$ cat src/rtl/rtcoc_pkg.sv
// Shared constants for the slow timebase oscillator control block.
// Assumes a 100 MHz system clock and byte-wide indirect register access.
`default_nettype none

package rtcoc_pkg;

	// Indirect register addresses
	localparam logic [7:0] ADDR_CAP_BASE = 8'h00; // Six snapshot bytes, 0x00..0x05
	localparam logic [7:0] ADDR_CTRL = 8'h06; // rtc_control
	localparam logic [7:0] ADDR_OSC = 8'h07; // osc_control_register
	localparam logic [7:0] ADDR_ALARM_BASE = 8'h08; // Six alarm bytes, 0x08..0x0d
	localparam int unsigned NBYTES = 6; // Bytes in each snapshot/alarm group
	localparam logic [7:0] NBYTES_B = 8'h06; // Same count at address width

	// rtc_control field positions
	localparam int unsigned CTRL_EN = 7; // osc_power_enable
	localparam int unsigned CTRL_MCLK = 6; // lost_clock_detect_enable
	localparam int unsigned CTRL_FAIL = 5; // clock_fail_flag
	localparam int unsigned CTRL_RUN = 4; // timer_run
	localparam int unsigned CTRL_AEN = 3; // alarm_event_enable
	localparam int unsigned CTRL_ALARM_FLAG = 2; // alarm_flag
	localparam int unsigned CTRL_LOAD = 1; // timer_load_bit
	localparam int unsigned CTRL_SNAP = 0; // timer_snapshot_bit

	// osc_control_register field positions
	localparam int unsigned OSC_AGC = 7; // gain_control_enable
	localparam int unsigned OSC_MODE = 6; // osc_mode_select, 1 = crystal
	localparam int unsigned OSC_BIAS = 5; // bias_double
	localparam int unsigned OSC_VLD = 4; // clock_valid, read only

	// Reset values
	localparam logic [7:0] CAP_RESET = 8'hff; // Snapshot bytes
	localparam logic [7:0] ALARM_RESET = 8'hff; // Alarm bytes
	localparam logic MODE_SELF_OSC = 1'b0; // Self-oscillate after reset

	// Timer geometry
	localparam int unsigned TIMER_W = 47; // Timebase counter width

	// Missing clock detection window
	localparam int unsigned SYS_CLK_PERIOD_NS = 10; // 100 MHz
	localparam int unsigned MISS_TIME_NS = 50000; // 50 us stuck level
	localparam int unsigned MISS_CNT_W = 16; // Counter width
	localparam logic [MISS_CNT_W-1:0] MISS_CYCLES_DEF =
		MISS_CNT_W'(MISS_TIME_NS / SYS_CLK_PERIOD_NS);

endpackage

`default_nettype wire

$ cat src/rtl/rtcoc_sync.sv
// Two flip-flop synchroniser for levels arriving from outside sys_clk.
// Assumes the inputs are slow compared to sys_clk.
`default_nettype none

module rtcoc_sync #(
	parameter int unsigned W = 1
) (
	input wire logic sys_clk,
	input wire logic srst,
	input wire logic [W-1:0] asyncIn,
	output logic [W-1:0] syncOut
);

	logic [W-1:0] meta_r; // First stage, read only by the second

	// Both stages clear to zero under synchronous reset
	always_ff @(posedge sys_clk)
	begin
		if (srst)
		begin
			meta_r <= '0;
			syncOut <= '0;
		end
		else
		begin
			meta_r <= asyncIn;
			syncOut <= meta_r;
		end
	end

endmodule

`default_nettype wire

$ cat src/rtl/rtcoc_top.sv
// Slow timebase oscillator control, control register, timer and lost clock detector.
// Assumes the analog oscillator delivers its clock and a valid level as pins,
// and that the core reaches registers through the address/data port pair.
`default_nettype none

// What this block does
// Timebase runs from its own slow clock
// Mode bit one crystal, zero self-oscillate
// Software starts crystal then polls clock valid
// Self-oscillate frequency chosen by bias double
// Self-oscillate clock runs with no wait
// Bit seven enables automatic gain control
// Software avoids gain control in self-oscillate
// Bit five doubles oscillator bias current
// Crystal bias double gives robustness, costs power
// Detector flags clock stuck beyond 50 us
// Fail wakes oscillator, interrupts, resets part
// Software disables detector before oscillator changes
// Slow clock routable as system clock, pin
// Slow clock edges measurable by general timer
// Running timer counts every slow clock cycle
// Load bit copies snapshot into timer, self-clears
// Snapshot bit copies timer, LSB at bit1
// Alarm when timer reaches alarm value, enabled
// Alarm and fail flags clear only by software
// Registers reached through address and data ports
module rtcoc_top #(
	parameter logic [rtcoc_pkg::MISS_CNT_W-1:0] MISS_CYCLES = rtcoc_pkg::MISS_CYCLES_DEF
) (
	input wire logic sys_clk,
	input wire logic srst,
	input wire logic slowClkPin,
	input wire logic clockValidPin,
	input wire logic addrWrEn,
	input wire logic [7:0] addrIn,
	input wire logic dataWrEn,
	input wire logic [7:0] dataIn,
	output logic [7:0] dataOut,
	input wire logic rtcIrqEnable,
	input wire logic rtcResetSrcEnable,
	output logic oscPowerEnable,
	output logic oscModeSelect,
	output logic gainControlEnable,
	output logic biasDouble,
	output logic slowClkRouted,
	output logic timerCaptureTick,
	output logic rtcIrq,
	output logic mcuResetReq,
	output logic wakeInternalOsc
);

	localparam int unsigned TW = rtcoc_pkg::TIMER_W;
	localparam int unsigned NB = rtcoc_pkg::NBYTES;

	// Joins a byte group into one word, byte 0 lowest
	function automatic logic [8*NB-1:0] packBytes(input logic [7:0] b [NB]);
		logic [8*NB-1:0] w;
		w = '0;
		for (int i = 0; i < NB; i++)
			w[8*i +: 8] = b[i];
		return w;
	endfunction

	// Synchronised pins: slow clock level and clock-valid level
	logic slowSync; // Slow clock after two flops
	logic vldSync; // Clock valid after two flops
	rtcoc_sync #(.W(2)) uSync (
		.sys_clk(sys_clk),
		.srst(srst),
		.asyncIn({slowClkPin, clockValidPin}),
		.syncOut({slowSync, vldSync})
	);

	// State
	logic [7:0] addr_r, addr_nxt; // Indirect address
	logic en_r, en_nxt, mclk_r, mclk_nxt, fail_r, fail_nxt; // Control bits
	logic run_r, run_nxt, aen_r, aen_nxt, alarm_flag_r, alarm_flag_nxt;
	logic load_r, load_nxt, snap_r, snap_nxt;
	logic agc_r, agc_nxt, mode_r, mode_nxt, bias_r, bias_nxt; // Oscillator bits
	logic [TW-1:0] timer_r, timer_nxt; // Timebase counter
	logic [7:0] cap_r [NB]; // Snapshot bytes
	logic [7:0] cap_nxt [NB];
	logic [7:0] alarm_r [NB]; // Alarm bytes
	logic [7:0] alarm_nxt [NB];
	logic [rtcoc_pkg::MISS_CNT_W-1:0] miss_r, miss_nxt; // Cycles since last slow edge
	logic slowPrev_r; // Slow clock one cycle back, for edges
	logic [7:0] rd_nxt; // Read mux
	logic failEvt, alarmHit, alarmSet, slowRise, slowEdge;
	logic wrCtrl, wrOsc;
	logic [8*NB-1:0] capVal, alarmVal;

	assign capVal = packBytes(cap_r);
	assign alarmVal = packBytes(alarm_r);
	assign slowRise = slowSync & ~slowPrev_r;
	assign slowEdge = slowSync ^ slowPrev_r;
	assign wrCtrl = dataWrEn && (addr_r == rtcoc_pkg::ADDR_CTRL);
	assign wrOsc = dataWrEn && (addr_r == rtcoc_pkg::ADDR_OSC);
	// Compare against the timer bits only; byte 0 bit 0 is unused
	assign alarmHit = aen_r && (timer_r >= alarmVal[TW:1]);
	assign alarmSet = alarmHit && !alarm_flag_r;

	// Next-state logic for registers, timer and detector
	always_comb
	begin
		addr_nxt = addrWrEn ? addrIn : addr_r;
		en_nxt = en_r;
		mclk_nxt = mclk_r;
		run_nxt = run_r;
		aen_nxt = aen_r;
		agc_nxt = agc_r;
		mode_nxt = mode_r;
		bias_nxt = bias_r;
		cap_nxt = cap_r;
		alarm_nxt = alarm_r;
		timer_nxt = timer_r;
		failEvt = 1'b0;
		// Transfers last one cycle, then the bits drop by themselves
		load_nxt = 1'b0;
		snap_nxt = 1'b0;
		if (wrCtrl)
		begin
			en_nxt = dataIn[rtcoc_pkg::CTRL_EN];
			mclk_nxt = dataIn[rtcoc_pkg::CTRL_MCLK];
			run_nxt = dataIn[rtcoc_pkg::CTRL_RUN];
			aen_nxt = dataIn[rtcoc_pkg::CTRL_AEN];
			load_nxt = dataIn[rtcoc_pkg::CTRL_LOAD] & ~load_r;
			snap_nxt = dataIn[rtcoc_pkg::CTRL_SNAP] & ~snap_r;
		end
		// Oscillator settings; no bias or gain lock-outs in any mode
		if (wrOsc)
		begin
			agc_nxt = dataIn[rtcoc_pkg::OSC_AGC];
			mode_nxt = dataIn[rtcoc_pkg::OSC_MODE];
			bias_nxt = dataIn[rtcoc_pkg::OSC_BIAS];
		end
		// Byte groups written by software, out-of-range addresses ignored
		if (dataWrEn && addr_r < rtcoc_pkg::ADDR_CAP_BASE + rtcoc_pkg::NBYTES_B)
			cap_nxt[addr_r[2:0]] = dataIn;
		if (dataWrEn && addr_r >= rtcoc_pkg::ADDR_ALARM_BASE
			&& addr_r < rtcoc_pkg::ADDR_ALARM_BASE + rtcoc_pkg::NBYTES_B)
			alarm_nxt[3'(addr_r - rtcoc_pkg::ADDR_ALARM_BASE)] = dataIn;
		// Timer: load beats counting in the same cycle
		if (load_r)
			timer_nxt = capVal[TW:1];
		else if (run_r && slowRise)
			timer_nxt = timer_r + TW'(1);
		// Snapshot wins over a software byte write in the same cycle
		if (snap_r)
		begin
			for (int i = 0; i < NB; i++)
				cap_nxt[i] = 8'({timer_r, 1'b0} >> (8 * i));
		end
		// Missing clock one-shot: counts while the level holds, fires once
		if (slowEdge || !mclk_r)
			miss_nxt = '0;
		else if (miss_r != MISS_CYCLES)
		begin
			miss_nxt = miss_r + 16'h1;
			failEvt = (miss_r == MISS_CYCLES - 16'h1);
		end
		else
			miss_nxt = miss_r;
		// Sticky flags: software writes zero to clear, set wins
		fail_nxt = (fail_r && !(wrCtrl && !dataIn[rtcoc_pkg::CTRL_FAIL])) || failEvt;
		alarm_flag_nxt = (alarm_flag_r && !(wrCtrl && !dataIn[rtcoc_pkg::CTRL_ALARM_FLAG])) || alarmHit;
		// Read mux on the current address
		if (addr_r < rtcoc_pkg::ADDR_CAP_BASE + rtcoc_pkg::NBYTES_B)
			rd_nxt = cap_r[addr_r[2:0]];
		else if (addr_r == rtcoc_pkg::ADDR_CTRL)
			rd_nxt = {en_r, mclk_r, fail_r, run_r, aen_r, alarm_flag_r, load_r, snap_r};
		else if (addr_r == rtcoc_pkg::ADDR_OSC)
			rd_nxt = {agc_r, mode_r, bias_r, vldSync, 4'h0};
		else if (addr_r >= rtcoc_pkg::ADDR_ALARM_BASE
			&& addr_r < rtcoc_pkg::ADDR_ALARM_BASE + rtcoc_pkg::NBYTES_B)
			rd_nxt = alarm_r[3'(addr_r - rtcoc_pkg::ADDR_ALARM_BASE)];
		else
			rd_nxt = 8'h00; // Unmapped reads zero
	end

	// Register stage; all outputs come from here
	always_ff @(posedge sys_clk)
	begin
		if (srst)
		begin
			addr_r <= 8'h00;
			{en_r, mclk_r, fail_r, run_r} <= 4'h0;
			{aen_r, alarm_flag_r, load_r, snap_r} <= 4'h0;
			agc_r <= 1'b0;
			mode_r <= rtcoc_pkg::MODE_SELF_OSC;
			bias_r <= 1'b0;
			timer_r <= '0;
			for (int i = 0; i < NB; i++)
			begin
				cap_r[i] <= rtcoc_pkg::CAP_RESET;
				alarm_r[i] <= rtcoc_pkg::ALARM_RESET;
			end
			miss_r <= '0;
			slowPrev_r <= 1'b0;
			dataOut <= 8'h00;
			{oscPowerEnable, oscModeSelect, gainControlEnable, biasDouble} <= 4'h0;
			{slowClkRouted, timerCaptureTick, rtcIrq, mcuResetReq} <= 4'h0;
			wakeInternalOsc <= 1'b0;
		end
		else
		begin
			addr_r <= addr_nxt;
			{en_r, mclk_r, fail_r, run_r} <= {en_nxt, mclk_nxt, fail_nxt, run_nxt};
			{aen_r, alarm_flag_r, load_r, snap_r} <= {aen_nxt, alarm_flag_nxt, load_nxt, snap_nxt};
			agc_r <= agc_nxt;
			mode_r <= mode_nxt;
			bias_r <= bias_nxt;
			timer_r <= timer_nxt;
			cap_r <= cap_nxt;
			alarm_r <= alarm_nxt;
			miss_r <= miss_nxt;
			slowPrev_r <= slowSync;
			dataOut <= rd_nxt;
			// Oscillator steering: in self-oscillate bias picks 20 or 40 kHz
			oscPowerEnable <= en_nxt;
			oscModeSelect <= mode_nxt;
			gainControlEnable <= agc_nxt;
			biasDouble <= bias_nxt;
			slowClkRouted <= slowSync;
			timerCaptureTick <= slowRise;
			rtcIrq <= rtcIrqEnable && (fail_nxt || alarm_flag_nxt);
			mcuResetReq <= rtcResetSrcEnable && (fail_nxt || alarm_flag_nxt);
			wakeInternalOsc <= failEvt || alarmSet;
		end
	end

	property p_load_clear;
		@(posedge sys_clk) disable iff (srst) load_r |=> !load_r;
	endproperty
	a_load_clear: assert property (p_load_clear) else $error("load bit stayed set");

	property p_load_copy;
		@(posedge sys_clk) disable iff (srst) load_r |=> timer_r == $past(capVal[TW:1]);
	endproperty
	a_load_copy: assert property (p_load_copy) else $error("timer not loaded");

	property p_snap_copy;
		@(posedge sys_clk) disable iff (srst) snap_r |=> capVal == {$past(timer_r), 1'b0};
	endproperty
	a_snap_copy: assert property (p_snap_copy) else $error("snapshot wrong");

	property p_run_inc;
		@(posedge sys_clk) disable iff (srst)
			run_r && slowRise && !load_r |=> timer_r == $past(timer_r) + TW'(1);
	endproperty
	a_run_inc: assert property (p_run_inc) else $error("timer missed a tick");

	property p_alarm_set;
		@(posedge sys_clk) disable iff (srst) alarmHit |=> alarm_flag_r && rtcIrq == $past(rtcIrqEnable);
	endproperty
	a_alarm_set: assert property (p_alarm_set) else $error("alarm not flagged");

	property p_fail_sticky;
		@(posedge sys_clk) disable iff (srst) fail_r && !wrCtrl |=> fail_r;
	endproperty
	a_fail_sticky: assert property (p_fail_sticky) else $error("fail flag lost");

	property p_alarm_sticky;
		@(posedge sys_clk) disable iff (srst) alarm_flag_r && !wrCtrl |=> alarm_flag_r;
	endproperty
	a_alarm_sticky: assert property (p_alarm_sticky) else $error("alarm flag lost");

	property p_fail_time;
		@(posedge sys_clk) disable iff (srst)
			mclk_r && !slowEdge && miss_r == MISS_CYCLES - 16'h1 |=> fail_r ##0 wakeInternalOsc;
	endproperty
	a_fail_time: assert property (p_fail_time) else $error("missing clock not caught");

	property p_osc_write;
		@(posedge sys_clk) disable iff (srst)
			wrOsc |=> oscModeSelect == $past(dataIn[rtcoc_pkg::OSC_MODE])
				&& biasDouble == $past(dataIn[rtcoc_pkg::OSC_BIAS]);
	endproperty
	a_osc_write: assert property (p_osc_write) else $error("oscillator bits not applied");

endmodule

`default_nettype wire

$ cat config.mk
export PLATFORM = sky130hd
export DESIGN_NAME = rtcoc_top
export DESIGN_NICKNAME = d
export VERILOG_FILES = /design/src/rtl/rtcoc_pkg.sv /design/src/rtl/rtcoc_sync.sv /design/src/rtl/rtcoc_top.sv
export SDC_FILE = /design/constraint.sdc
export NUM_CORES = 1
export LEC_CHECK = 0
export BUFFER_PORTS_ARGS = -buffer_cell sky130_fd_sc_hd__buf_4
export CAP_MARGIN = 20
export CORE_MARGIN = 2
export CORE_UTILIZATION = 53
export DETAILED_ROUTE_END_ITERATION = 10
export HOLD_SLACK_MARGIN = 0.15
export PLACE_DENSITY = 0.78
export SLEW_MARGIN = 5
export SYNTH_ARGS = -nofsm -noshare
export SYNTH_HDL_FRONTEND = slang
export SYNTH_SLANG_ARGS = --single-unit
$ cat constraint.sdc
create_clock -name sys_clk -period 2.9 [get_ports sys_clk]
set_input_delay 0.29 -clock sys_clk [delete_from_list [all_inputs] [get_ports sys_clk]]
set_output_delay 0.29 -clock sys_clk [all_outputs]
set_load 0.01 [all_outputs]
==> reports/qor.csv, run 1 <==
stage,metric,value,unit
pwr,pwr_density_cell,483.3,nW/um^2
worst_setup_path,crit_family,simple AND/OR/NAND/NOR gates,
die,dieArea,21040,sq um
synth,synth_cells,1190,
layout,mostFrequentLayoutCell,dfxtp_1,
clock_tree,clockRootBuffer,clkbuf_16,
placement,io_buffer_count,40,
synth,yosysWarnings,0,
sta,min_period_over_period,0.9467,
worst_hold_path,worstHoldEndpoint,addr_r[0]$_SDFFE_PP0P_,
worst_setup_path,cp_common_cell,nor4_1,
clock_tree,cts.reportedPaths.clkPinSlew,70,ps
placement,hpwl,21060,um
die,coreArea,19460,sq um
synth,ys.flop_type,dfxtp_1,
worst_setup_path,critPathBufInv,1,
sta,finalCriticalPeriod,2745,ps
synth,synthArstFlopShare,0,
run_status,status,completed,
worst_setup_path,cp-start-kind,register,
drt,detail_route.wl_per_cell,20.36,um
worst_hold_path,min-delay-start,addrWrEn,
synth,synth_edf_count,0,
worst_setup_path,cp_slowest_cell,a2111oi_0,
drt,viasPerCell,6.134,
worst_setup_path,reg2reg_slack,150,ps
sta,slew_headroom,0.4180,
clock_tree,tritoncts,done,
drt,drt-total-wl,30520,um
synth,ys_seq_area_frac,0.3702,
clock_tree,htree_num_levels,4,
die,die_h,145.0,um
sta,fin_ws,154.6,ps
pwr,ir_drop,0.3822,mV
clock_tree,ctsLongestPathBuffers,2,
grt,antenna_found_initial,0,
worst_setup_path,slowest_delay,610,ps
layout,fin_nets,1296,
die,std_cell_rows,51,
drt,num_vias,9195,
worst_setup_path,rr_worst_depth,8,
flow_run,maxCapViolCount,0,
pwr,p_leak,4.907,nW
worst_setup_path,rr_startpoint,timer_r[14]$_SDFFE_PP0P_,
synth,ys_seq_elements,195,
grt,grt_use_total,0.2906,
clock_tree,clock_latency,440,ps
synth,syn_area,10540,sq um
die,die_w,145.0,um
layout,final_cell_mix,"dfxtp_1 (193), nand2_1 (158), nor2_1 (87)",
worst_hold_path,hold_class,in2reg,
sta,final-setup-viol-count,0,
placement,placedCellCount,1454,
sta,drv_slew,0,
layout,drive_gt1_frac,0.1572,
worst_setup_path,critical_path.max_fanout,7,
grt,grt_pass1_wl,48030,um
die,start_util,0.5418,
clock_tree,clock-sinks,195,
sta,max_freq,364.2,MHz
drt,drtIter0Drc,936,
sta,finClkSkew,8.250,ps
layout,n_antenna_cell,0,
clock_tree,cts_made_buffers,17,
drt,drt_pass1_iterations,7,
drt,drc,0,
placement,place_congestion,0.9206,
grt,overflow,0,
synth,yosysUniqueCellTypes,66,
grt,grt_pass1_vias,8772,
synth,synth_area_per_cell,8.860,sq um
worst_setup_path,endpoint_kind,register,
worst_setup_path,cp.required,3240,ps
worst_hold_path,hold_depth,3,
placement,dp_slack,-161.2,ps
sta,hold_viol_final,0,
worst_setup_path,regToRegEndpoint,rtcIrq$_SDFF_PP0_,
drt,ant_nets,0,
worst_setup_path,crit_arrival,3080,ps
layout,area_delta_synth_final,12.64,%
sta,worstMarginPinSlew,872.9,ps
die,ios,41,
layout,finalNonFillerCells,1499,
grt,grt_max_degree,74,
worst_setup_path,path_cells,ha_1 > nand4_1 > nor4_1 > a2111oi_0 > a2111oi_2 > buf_4 > nor4_1 > and4b_1,
worst_setup_path,worstSetupPathType,reg2reg,
layout,n_fill_cell,1630,
synth,synthesis.nets,1265,
## cell families (layout without fill, tap and decap cells)
kind of cell,Yosys count,in the layout,share of synthesized area
AND/OR/NAND/NOR,409,409,0.1869
AO/OA/AOI/OAI,197,197,0.1258
flip-flops,195,195,0.3702
multiplexers,148,148,0.1597
buffers and inverters,139,183,0.05447
adder cells (fa/ha/maj),51,51,0.06052
XOR/XNOR,51,51,0.04236
## Yosys cell counts (all sizes together) (4+ instances only)
| library cell | n | share of area |
|---|---|---|
| buf | 16 | 0.0078 |
| nor4 | 16 | 0.010 |
| o211ai | 51 | 0.036 |
| mux4 | 11 | 0.023 |
| a221oi | 6 | 0.0050 |
| ha | 51 | 0.061 |
| a21oi | 50 | 0.024 |
| or3 | 9 | 0.0055 |
| and2 | 7 | 0.0042 |
| a211oi | 23 | 0.016 |
| a21o | 5 | 0.0037 |
| a22oi | 6 | 0.0047 |
| nor2 | 87 | 0.031 |
| nand2 | 161 | 0.058 |
| xor2 | 38 | 0.032 |
| xnor2 | 13 | 0.011 |
| nor2b | 9 | 0.0053 |
| o211a | 4 | 0.0038 |
| nand3 | 35 | 0.017 |
| nand4 | 31 | 0.019 |
| and3 | 8 | 0.0049 |
| nor4b | 4 | 0.0033 |
| o21ai | 32 | 0.016 |
| mux2i | 85 | 0.081 |
| mux2 | 52 | 0.056 |
| dfxtp | 195 | 0.37 |
| clkbuf | 58 | 0.023 |
| inv | 65 | 0.023 |
| and4 | 5 | 0.0042 |
| nor3 | 20 | 0.011 |
## power breakdown
part / internal, W / switching (W) / total [W] / leakage (nW)
Combinational: 0.000172 / 0.000258 / 0.000431 / 3.01
Clock: 0.00146 / 0.00110 / 0.00256 / 0.311
Sequential: 0.00272 / 0.0000340 / 0.00275 / 1.58
## worst max path at each step
stage | startpoint | to | slack, ps | cells after the start
4_1_cts | alarmVal[42]$_SDFFE_PP1P_ | wakeInternalOsc$_SDFF_PP0_ | 20 | 9
2_1_floorplan | addr_r[5]$_SDFFE_PP0P_ | capVal[24]$_SDFFE_PP1P_ | 430 | 8
3_3_place_gp | alarmVal[42]$_SDFFE_PP1P_ | wakeInternalOsc$_SDFF_PP0_ | -120 | 9
3_5_place_dp | alarmVal[42]$_SDFFE_PP1P_ | wakeInternalOsc$_SDFF_PP0_ | -160 | 9
5_1_grt | alarmVal[42]$_SDFFE_PP1P_ | wakeInternalOsc$_SDFF_PP0_ | -30 | 10
6_report | timer_r[14]$_SDFFE_PP0P_ | rtcIrq$_SDFF_PP0_ | 150 | 8
## through the flow
step | util | hold WS (ps) | power [W] | TNS (ps) | area (sq um)
after floorplan | - | 413.8 | 0.003064 | 0 | 10540
after global placement | 0.5711 | 440.9 | 0.003212 | -195.6 | 11110
after detailed placement | 0.5711 | 438.9 | 0.003217 | -379.4 | 11110
after CTS | 0.6096 | 191.4 | 0.005746 | 0 | 11860
after global routing | 0.6102 | 227.3 | 0.005897 | -27.17 | 11880
final | 0.6102 | 211.0 | 0.005739 | 0 | 11880
## sequential cells by signal (all words and copies together), names as in the netlist, 2 cells and up
register / count
miss_r: 16
uSync.meta_r: 2
capVal: 48
uSync.syncOut: 2
alarmVal: 48
addr_r: 8
dataOut: 8
timer_r: 47
## final cells by class
type	count	area [sq um]	area share
multi-input cells	856	6078	0.5118
repair buffers	86	688.2	0.05794
clock inverters	14	198.9	0.01675
inverters	65	244.0	0.02054
flip-flops and latches	195	3906	0.3289
well taps	265	331.6	0.02792
clock buffers	18	429.2	0.03614
## metal layers
metal	up-vias	routed length [um]	track usage
met5	-	30	0
met4	2	1351	0.1446
met3	87	3170	0.06101
met2	463	13430	0.4426
met1	4342	12540	0.3913
li1	4301	-	-
## timing repair
action | in CTS | in global routing
endpoints found under the setup margin | 3 | 4
pin swaps | 0 | 1
hold endpoints to repair | 12 | 0
setup buffers | 0 | 1
hold buffers | 12 | 0
gates resized for setup | 1 | 1
## worst reg2reg max path, delay by kind of cell, from the launching register on
| family | cells | cell delay (ps) |
|---|---|---|
| buffers and inverters | 1 | 200 |
| AO/OA/AOI/OAI | 2 | 820 |
| flip-flops | 1 | 470 |
| AND/OR/NAND/NOR | 4 | 860 |
| adder cells (fa/ha/maj) | 1 | 310 |
Power figures use the tool's default switching activity.
==> inputs of run 2 (changes only) <==
--- a/config.mk
+++ b/config.mk
@@ -9,8 +9,8 @@
 export CAP_MARGIN = 20
 export CORE_MARGIN = 2
-export CORE_UTILIZATION = 53
+export CORE_UTILIZATION = 60
 export DETAILED_ROUTE_END_ITERATION = 10
 export HOLD_SLACK_MARGIN = 0.15
-export PLACE_DENSITY = 0.78
+export PLACE_DENSITY = 0.86
 export SLEW_MARGIN = 5
 export SYNTH_ARGS = -nofsm -noshare
==> constraint.sdc (replaced) <==
create_clock -name sys_clk -period 2.9 [get_ports sys_clk]
set_input_delay 0.29 -clock sys_clk [delete_from_list [all_inputs] [get_ports sys_clk]]
set_output_delay 0.29 -clock sys_clk [all_outputs]
set_load 0.1 [all_outputs]
==> run 2 against run 1 <==
Via count rose by 1.1%; largest power group unchanged; combinational power grew 24%; sequential power barely moved; utilization is 7.5 points higher.
==> reports/qor.csv, run 2 (same netlist as run 1, synthesis figures left out) <==
stage,metric,value,unit,change
pwr,pwr_density_cell,486.5,nW/um^2,+0.68%
worst_setup_path,critPathBufInv,0,,-1
sta,hold-worst-slack,204.0,ps,-6.995 ps
placement,hpwl,21040,um,about the same
worst_setup_path,path_cells,nand4_1 > or3_1 > nor3_4 > nand3_1 > or3_1 > a311oi_1,,
grt,antenna_found_initial,0,,unchanged
grt,grt_max_degree,81,,+9.5%
layout,fin_nets,1293,,-0.23%
clock_tree,clockRootBuffer,clkbuf_16,,
drt,num_vias,9295,,+1.1%
sta,min_period_over_period,0.9480,,+0.001260
die,coreArea,17240,sq um,-11%
clock_tree,cts.reportedPaths.clkPinSlew,70,ps,about the same
worst_hold_path,hold_class,in2reg,,
drt,viasPerCell,6.384,,+4.1%
drt,detail_route.wl_per_cell,21.25,um,+4.4%
placement,placed_area,11060,sq um,-0.47%
worst_setup_path,crit_arrival,3090,ps,about the same
drt,drt-total-wl,30940,um,+1.4%
drt,drtIter0Drc,1104,,+18%
grt,grt_pass1_wl,48220,um,+0.40%
sta,finalCriticalPeriod,2749,ps,+3.654 ps
run_status,status,completed,,
clock_tree,clock_latency,450,ps,about the same
layout,stdcell_area,11800,sq um,-0.62%
placement,place_congestion,0.9679,,+5.1%
drt,drc,0,,unchanged
layout,final_cell_mix,"dfxtp_1 (193), nand2_1 (158), nor2_1 (87)",,
layout,n_fill_cell,1263,,-23%
clock_tree,cts_made_buffers,17,,unchanged
placement,io_buffer_count,40,,unchanged
die,die_w,136.6,um,-5.8%
drt,drt_pass1_iterations,6,,-1
layout,area_delta_synth_final,11.94,%,
clock_tree,ctsLongestPathBuffers,2,,unchanged
die,std_cell_rows,48,,-5.9%
layout,drive_gt1_frac,0.1560,,-0.001242
worst_setup_path,endpoint_kind,register,,
sta,drv_slew,0,,unchanged
sta,finClkSkew,11.64,ps,+3.389 ps
sta,rsz0062_at_grt,no,,
worst_setup_path,crit_family,simple AND/OR/NAND/NOR gates,,
worst_setup_path,cp.required,3240,ps,about the same
pwr,ir_drop,0.4573,mV,+20%
die,die_h,136.6,um,-5.8%
worst_setup_path,worstSetupPathType,reg2reg,,
drt,ant_nets,0,,unchanged
die,dieArea,18650,sq um,-11%
clock_tree,tritoncts,done,,
layout,mostFrequentLayoutCell,dfxtp_1,,
pwr,power.total,0.005743,W,about the same
flow_run,maxCapViolCount,0,,unchanged
sta,final-setup-viol-count,0,,unchanged
grt,overflow,0,,unchanged
sta,max_freq,363.8,MHz,-0.13%
die,ios,41,,unchanged
worst_setup_path,critical_path.max_fanout,8,,+1
clock_tree,htree_num_levels,4,,unchanged
clock_tree,clock-sinks,195,,unchanged
die,start_util,0.6117,,+0.06996
sta,worstMarginPinSlew,929.6,ps,+56.66 ps
grt,grt_pass1_vias,8789,,+0.19%
layout,n_antenna_cell,0,,unchanged
sta,slew_headroom,0.3803,,-0.03777
grt,grt_use_total,0.3435,,+0.05293
worst_setup_path,cp_slowest_cell,or3_1,,
worst_setup_path,cp_common_cell,or3_1,,
pwr,p_leak,4.883,nW,-0.49%
sta,hold_viol_final,0,,unchanged
worst_setup_path,slowest_delay,630,ps,+20 ps
worst_setup_path,cp-start-kind,register,,
## run 2: cell types whose count changed in the layout (fill, tap and decap cells not counted)
cell and change:
bufinv_16 -2, inv_8 -1, buf_12 +1, clkinv_2 -1, clkbuf_8 +5, clkinv_4 -1, buf_4 -4, inv_6 -1
clkbuf_1 -1, clkinvlp_4 +2
## run 2: worst min-delay path: cells and delay by family
| family | cells | cell delay (ps) |
|---|---|---|
| and+or+nand+nor | 1 | 90 |
| AOI/OAI and AO/OA | 1 | 60 |
| buffers and inverters | 1 | 170 |
## run 2: stage by stage
stage / util / instances / setup slack, ps / TNS (ps)
floorplan: - / 1190 / 299.2 / 0
global placement: 0.6418 / 1412 / -8.394 / -8.394
detailed placement: 0.6418 / 1412 / -60.92 / -108.0
CTS: 0.6845 / 1456 / 140.4 / 0
global route: 0.6847 / 1456 / 67.91 / 0
finish: 0.6847 / 1456 / 150.9 / 0
## run 2: layout make-up
cell class / count / area, sq um / area share
Tap cell: 225 / 281.5 / 0.02385
Timing Repair Buffer: 83 / 678.2 / 0.05746
Clock buffer: 22 / 494.2 / 0.04187
Clock inverter: 10 / 120.1 / 0.01018
Multi-Input combinational cell: 856 / 6078 / 0.5150
Inverter: 65 / 244.0 / 0.02067
Sequential cell: 195 / 3906 / 0.3310
## run 2: worst paths after layout
kind,from,end,slack (ps),depth (start not counted)
hold reg to reg,uSync.meta_r[0]$_SDFF_PP0_,uSync.syncOut[0]$_SDFF_PP0_,470,1
setup / recovery,timer_r[14]$_SDFFE_PP0P_,timer_r[45]$_SDFFE_PP0P_,150,6
setup reg to reg,timer_r[14]$_SDFFE_PP0P_,timer_r[45]$_SDFFE_PP0P_,150,6
hold / removal,dataWrEn,agc_r$_SDFFE_PP0P_,200,3
## run 2: per-layer routing
| layer | routed length (um) | global-route usage | up-vias |
|---|---|---|---|
| met5 | 0 | 0 | - |
| met4 | 1428 | 0.1684 | 0 |
| met3 | 3422 | 0.1104 | 104 |
| met2 | 13660 | 0.5183 | 517 |
| met1 | 12430 | 0.4433 | 4366 |
| li1 | - | - | 4308 |
## run 2: where the power goes
| group | leakage, nW | internal, W | switching, W |
|---|---|---|---|
| Sequential | 1.58 | 0.00272 | 0.0000378 |
| Combinational | 3.00 | 0.000177 | 0.000355 |
| Clock | 0.300 | 0.00139 | 0.00106 |
| Total | 4.88 | 0.00429 | 0.00145 |
## run 2: timing repair
item,4_1_cts,5_1_grt
endpoints found under the hold margin,12,0
gates cloned,0,0
hold buffers,12,0
gates resized for setup,1,1
buffers inserted,0,0
setup endpoints to repair,3,4
==> inputs of run 3 (changes only) <==
CORE_UTILIZATION = 50   (was 60)
GPL_TIMING_DRIVEN = 0   (was unset)
PLACE_DENSITY = 0.75   (was 0.86)
==> run 3 against run 2 <==
Final cell count increased by 6.8%; sequential power hardly changed; first-iteration DRC count increased by 2.7%; utilization shrank 11 points; die area is 19% higher; the run now ends with negative setup slack left; largest power group unchanged; global-route usage decreased by 3.9 points; sequential cell count is the same.
==> reports/qor.csv, run 3 (same netlist as run 1, synthesis figures left out) <==
stage,metric,value,unit,change
layout,fin_util,0.5754,,-0.1093
layout,ff_latch_area,3904,sq um,about the same
sta,max_freq,340.3,MHz,-6.5%
pwr,p_leak,4.920,nW,+0.76%
clock_tree,cts_made_buffers,17,,unchanged
clock_tree,htree_num_levels,4,,unchanged
pwr,ir_drop,0.2760,mV,-40%
grt,grt_util_met2,0.4661,,-0.05220
die,coreArea,20890,sq um,+21%
die,dieArea,22270,sq um,+19%
placement,hpwl,24740,um,+18%
sta,final-setup-viol-count,12,,+12
layout,multi_input_area,6105,sq um,+0.43%
worst_setup_path,cp.required,3260,ps,+20 ps
pwr,power.total,0.005881,W,+2.4%
clock_tree,clock_latency,450,ps,about the same
pwr,pwr_density_cell,489.2,nW/um^2,+0.55%
worst_setup_path,endpoint_kind,register,,
placement,io_buffer_count,38,,-5.0%
grt,gr-usage-met1,0.3964,,-0.04691
clock_tree,clock-sinks,195,,unchanged
drt,drt_pass1_iterations,6,,unchanged
sta,finClkSkew,15.29,ps,+3.647 ps
drt,drt-total-wl,33790,um,+9.2%
sta,fin_ws,-38.93,ps,-189.9 ps
die,die_h,149.2,um,+9.3%
worst_hold_path,hold_class,in2reg,,
grt,grt_pass1_vias,9158,,+4.2%
sta,hold_viol_final,0,,unchanged
grt,grt_pass1_wl,51320,um,+6.4%
layout,n_antenna_cell,0,,unchanged
worst_setup_path,critical_path.max_fanout,10,,+2
layout,area_delta_synth_final,14.00,%,
grt,grt_use_total,0.3045,,-0.03903
die,ios,41,,unchanged
drt,detail_route.wl_per_cell,21.73,um,+2.3%
worst_setup_path,reg2reg_slack,-40,ps,-190 ps
worst_setup_path,regToRegEndpoint,alarmVal[22]$_SDFFE_PP1P_,,
sta,min_period_over_period,1.013,,+0.06547
grt,use_met3,0.06789,,-0.04248
grt,grt-busiest-layer,met2,,
sta,hold-worst-slack,151.8,ps,-52.22 ps
worst_setup_path,crit_arrival,3300,ps,+210 ps
die,die_w,149.2,um,+9.3%
layout,fin_nets,1342,,+3.8%
drt,viasPerCell,6.220,,-2.6%
die,start_util,0.5048,,-0.1070
grt,antenna_found_initial,0,,unchanged
worst_setup_path,rr_worst_depth,8,,+2
layout,mostFrequentLayoutCell,dfxtp_1,,
drt,num_vias,9672,,+4.1%
worst_setup_path,cp-start-kind,register,,
run_status,status,"complete, but fails checks",,
worst_hold_path,min-delay-start,rtcIrqEnable,,
sta,finalCriticalPeriod,2939,ps,+189.9 ps
flow_run,maxCapViolCount,0,,unchanged
grt,overflow,0,,unchanged
drt,drc,0,,unchanged
die,std_cell_rows,53,,+10%
clock_tree,cts.reportedPaths.clkPinSlew,80,ps,about the same
layout,n_fill_cell,1842,,+46%
placement,place_congestion,0.9735,,+0.58%
placement,dp_slack,-44.50,ps,+16.42 ps
clock_tree,ctsLongestPathBuffers,2,,unchanged
sta,worstMarginPinSlew,1162,ps,+232.9 ps
sta,drv_slew,0,,unchanged
worst_setup_path,crit_end,alarmVal[22]$_SDFFE_PP1P_,,
layout,drive_gt1_frac,0.1414,,-0.01456
clock_tree,clockRootBuffer,clkbuf_16,,
sta,rsz0062_at_grt,yes,,
drt,drtIter0Drc,1134,,+2.7%
layout,final_cell_mix,"dfxtp_1 (195), nand2_1 (158), nor2_1 (86)",,
worst_setup_path,rr_startpoint,addr_r[5]$_SDFFE_PP0P_,,
run_status,violations,negative setup slack,,
drt,ant_nets,0,,unchanged
grt,grt_max_degree,19,,-77%
worst_setup_path,worstSetupPathType,reg2reg,,
sta,slew_headroom,0.2190,,-0.1612
clock_tree,tritoncts,done,,
worst_setup_path,setup.worst_path.start,addr_r[5]$_SDFFE_PP0P_,,
run 3: cell count changes in the layout (fill, tap and decap cells not counted), moves of 2 or more:
cell / before / now
clkbuf_1: 0 / 51
buf_4: 69 / 48
buf_1: 0 / 10
clkbuf_2: 0 / 5
inv_8: 0 / 4
buf_2: 0 / 3
buf_12: 2 / 0
buf_6: 0 / 2
clkinv_2: 2 / 0
clkinvlp_4: 2 / 4
dfxtp_1: 193 / 195
dfxtp_2: 2 / 0
dlygate4sd3_1: 12 / 10
run 3: repair_timing:
action,CTS,global route
pin swaps,0,4
resized for setup,5,10
setup endpoints to repair,17,48
hold buffers,10,0
endpoints found under the hold margin,10,0
buffers inserted,0,9
run 3: worst min-delay path by stage:
stage	depth (start not counted)	slack (ps)	to
global route	2	170	mcuResetReq$_SDFF_PP0_
detailed placement	1	430	uSync.syncOut[1]$_SDFF_PP0_
CTS	2	150	rtcIrq$_SDFF_PP0_
global placement	1	420	uSync.syncOut[0]$_SDFF_PP0_
finish	2	150	rtcIrq$_SDFF_PP0_
floorplan	1	410	uSync.syncOut[0]$_SDFF_PP0_
run 3: layer usage:
metal | up-vias | share of wire | routed length (um)
met2 | 597 | 0.44 | 14760
li1 | 4396 | - | -
met1 | 4556 | 0.40 | 13550
met3 | 123 | 0.11 | 3608
met4 | 0 | 0.055 | 1870
met5 | - | 0 | 0
run 3: layout make-up:
class | count | area share
buffer | 74 | 0.02800
tap | 275 | 0.02862
clock buffer | 18 | 0.03654
multi-input combinational | 856 | 0.5079
clock inverter | 14 | 0.01593
sequential | 195 | 0.3248
inverter | 65 | 0.02030
timing repair buffer | 58 | 0.03799
run 3: critical path, stage by stage (launching register included):
cell and delay, ps:
dfxtp_1 320, or4_4 530, buf_6 160, a21oi_1 400, nand4_1 320, nor2_1 490
clkbuf_1 420, nand2_1 100, o211ai_1 120
run 3: per-stage QoR:
stage                     std cells  setup TNS [ps]  area [sq um]
after global routing           1555           -2517         12020
after detailed placement       1504          -221.1         11180
after CTS                      1546               0         11930
final                          1555          -260.8         12020
after floorplan                1190               0         10540
after global placement         1503           -1085         11170
run 3: report_power, final:
| part | switching [W] | internal (W) | total, W |
|---|---|---|---|
| logic | 0.000392 | 0.000178 | 0.000570 |
| clock network | 0.00115 | 0.00141 | 0.00256 |
| registers | 0.0000307 | 0.00272 | 0.00275 |
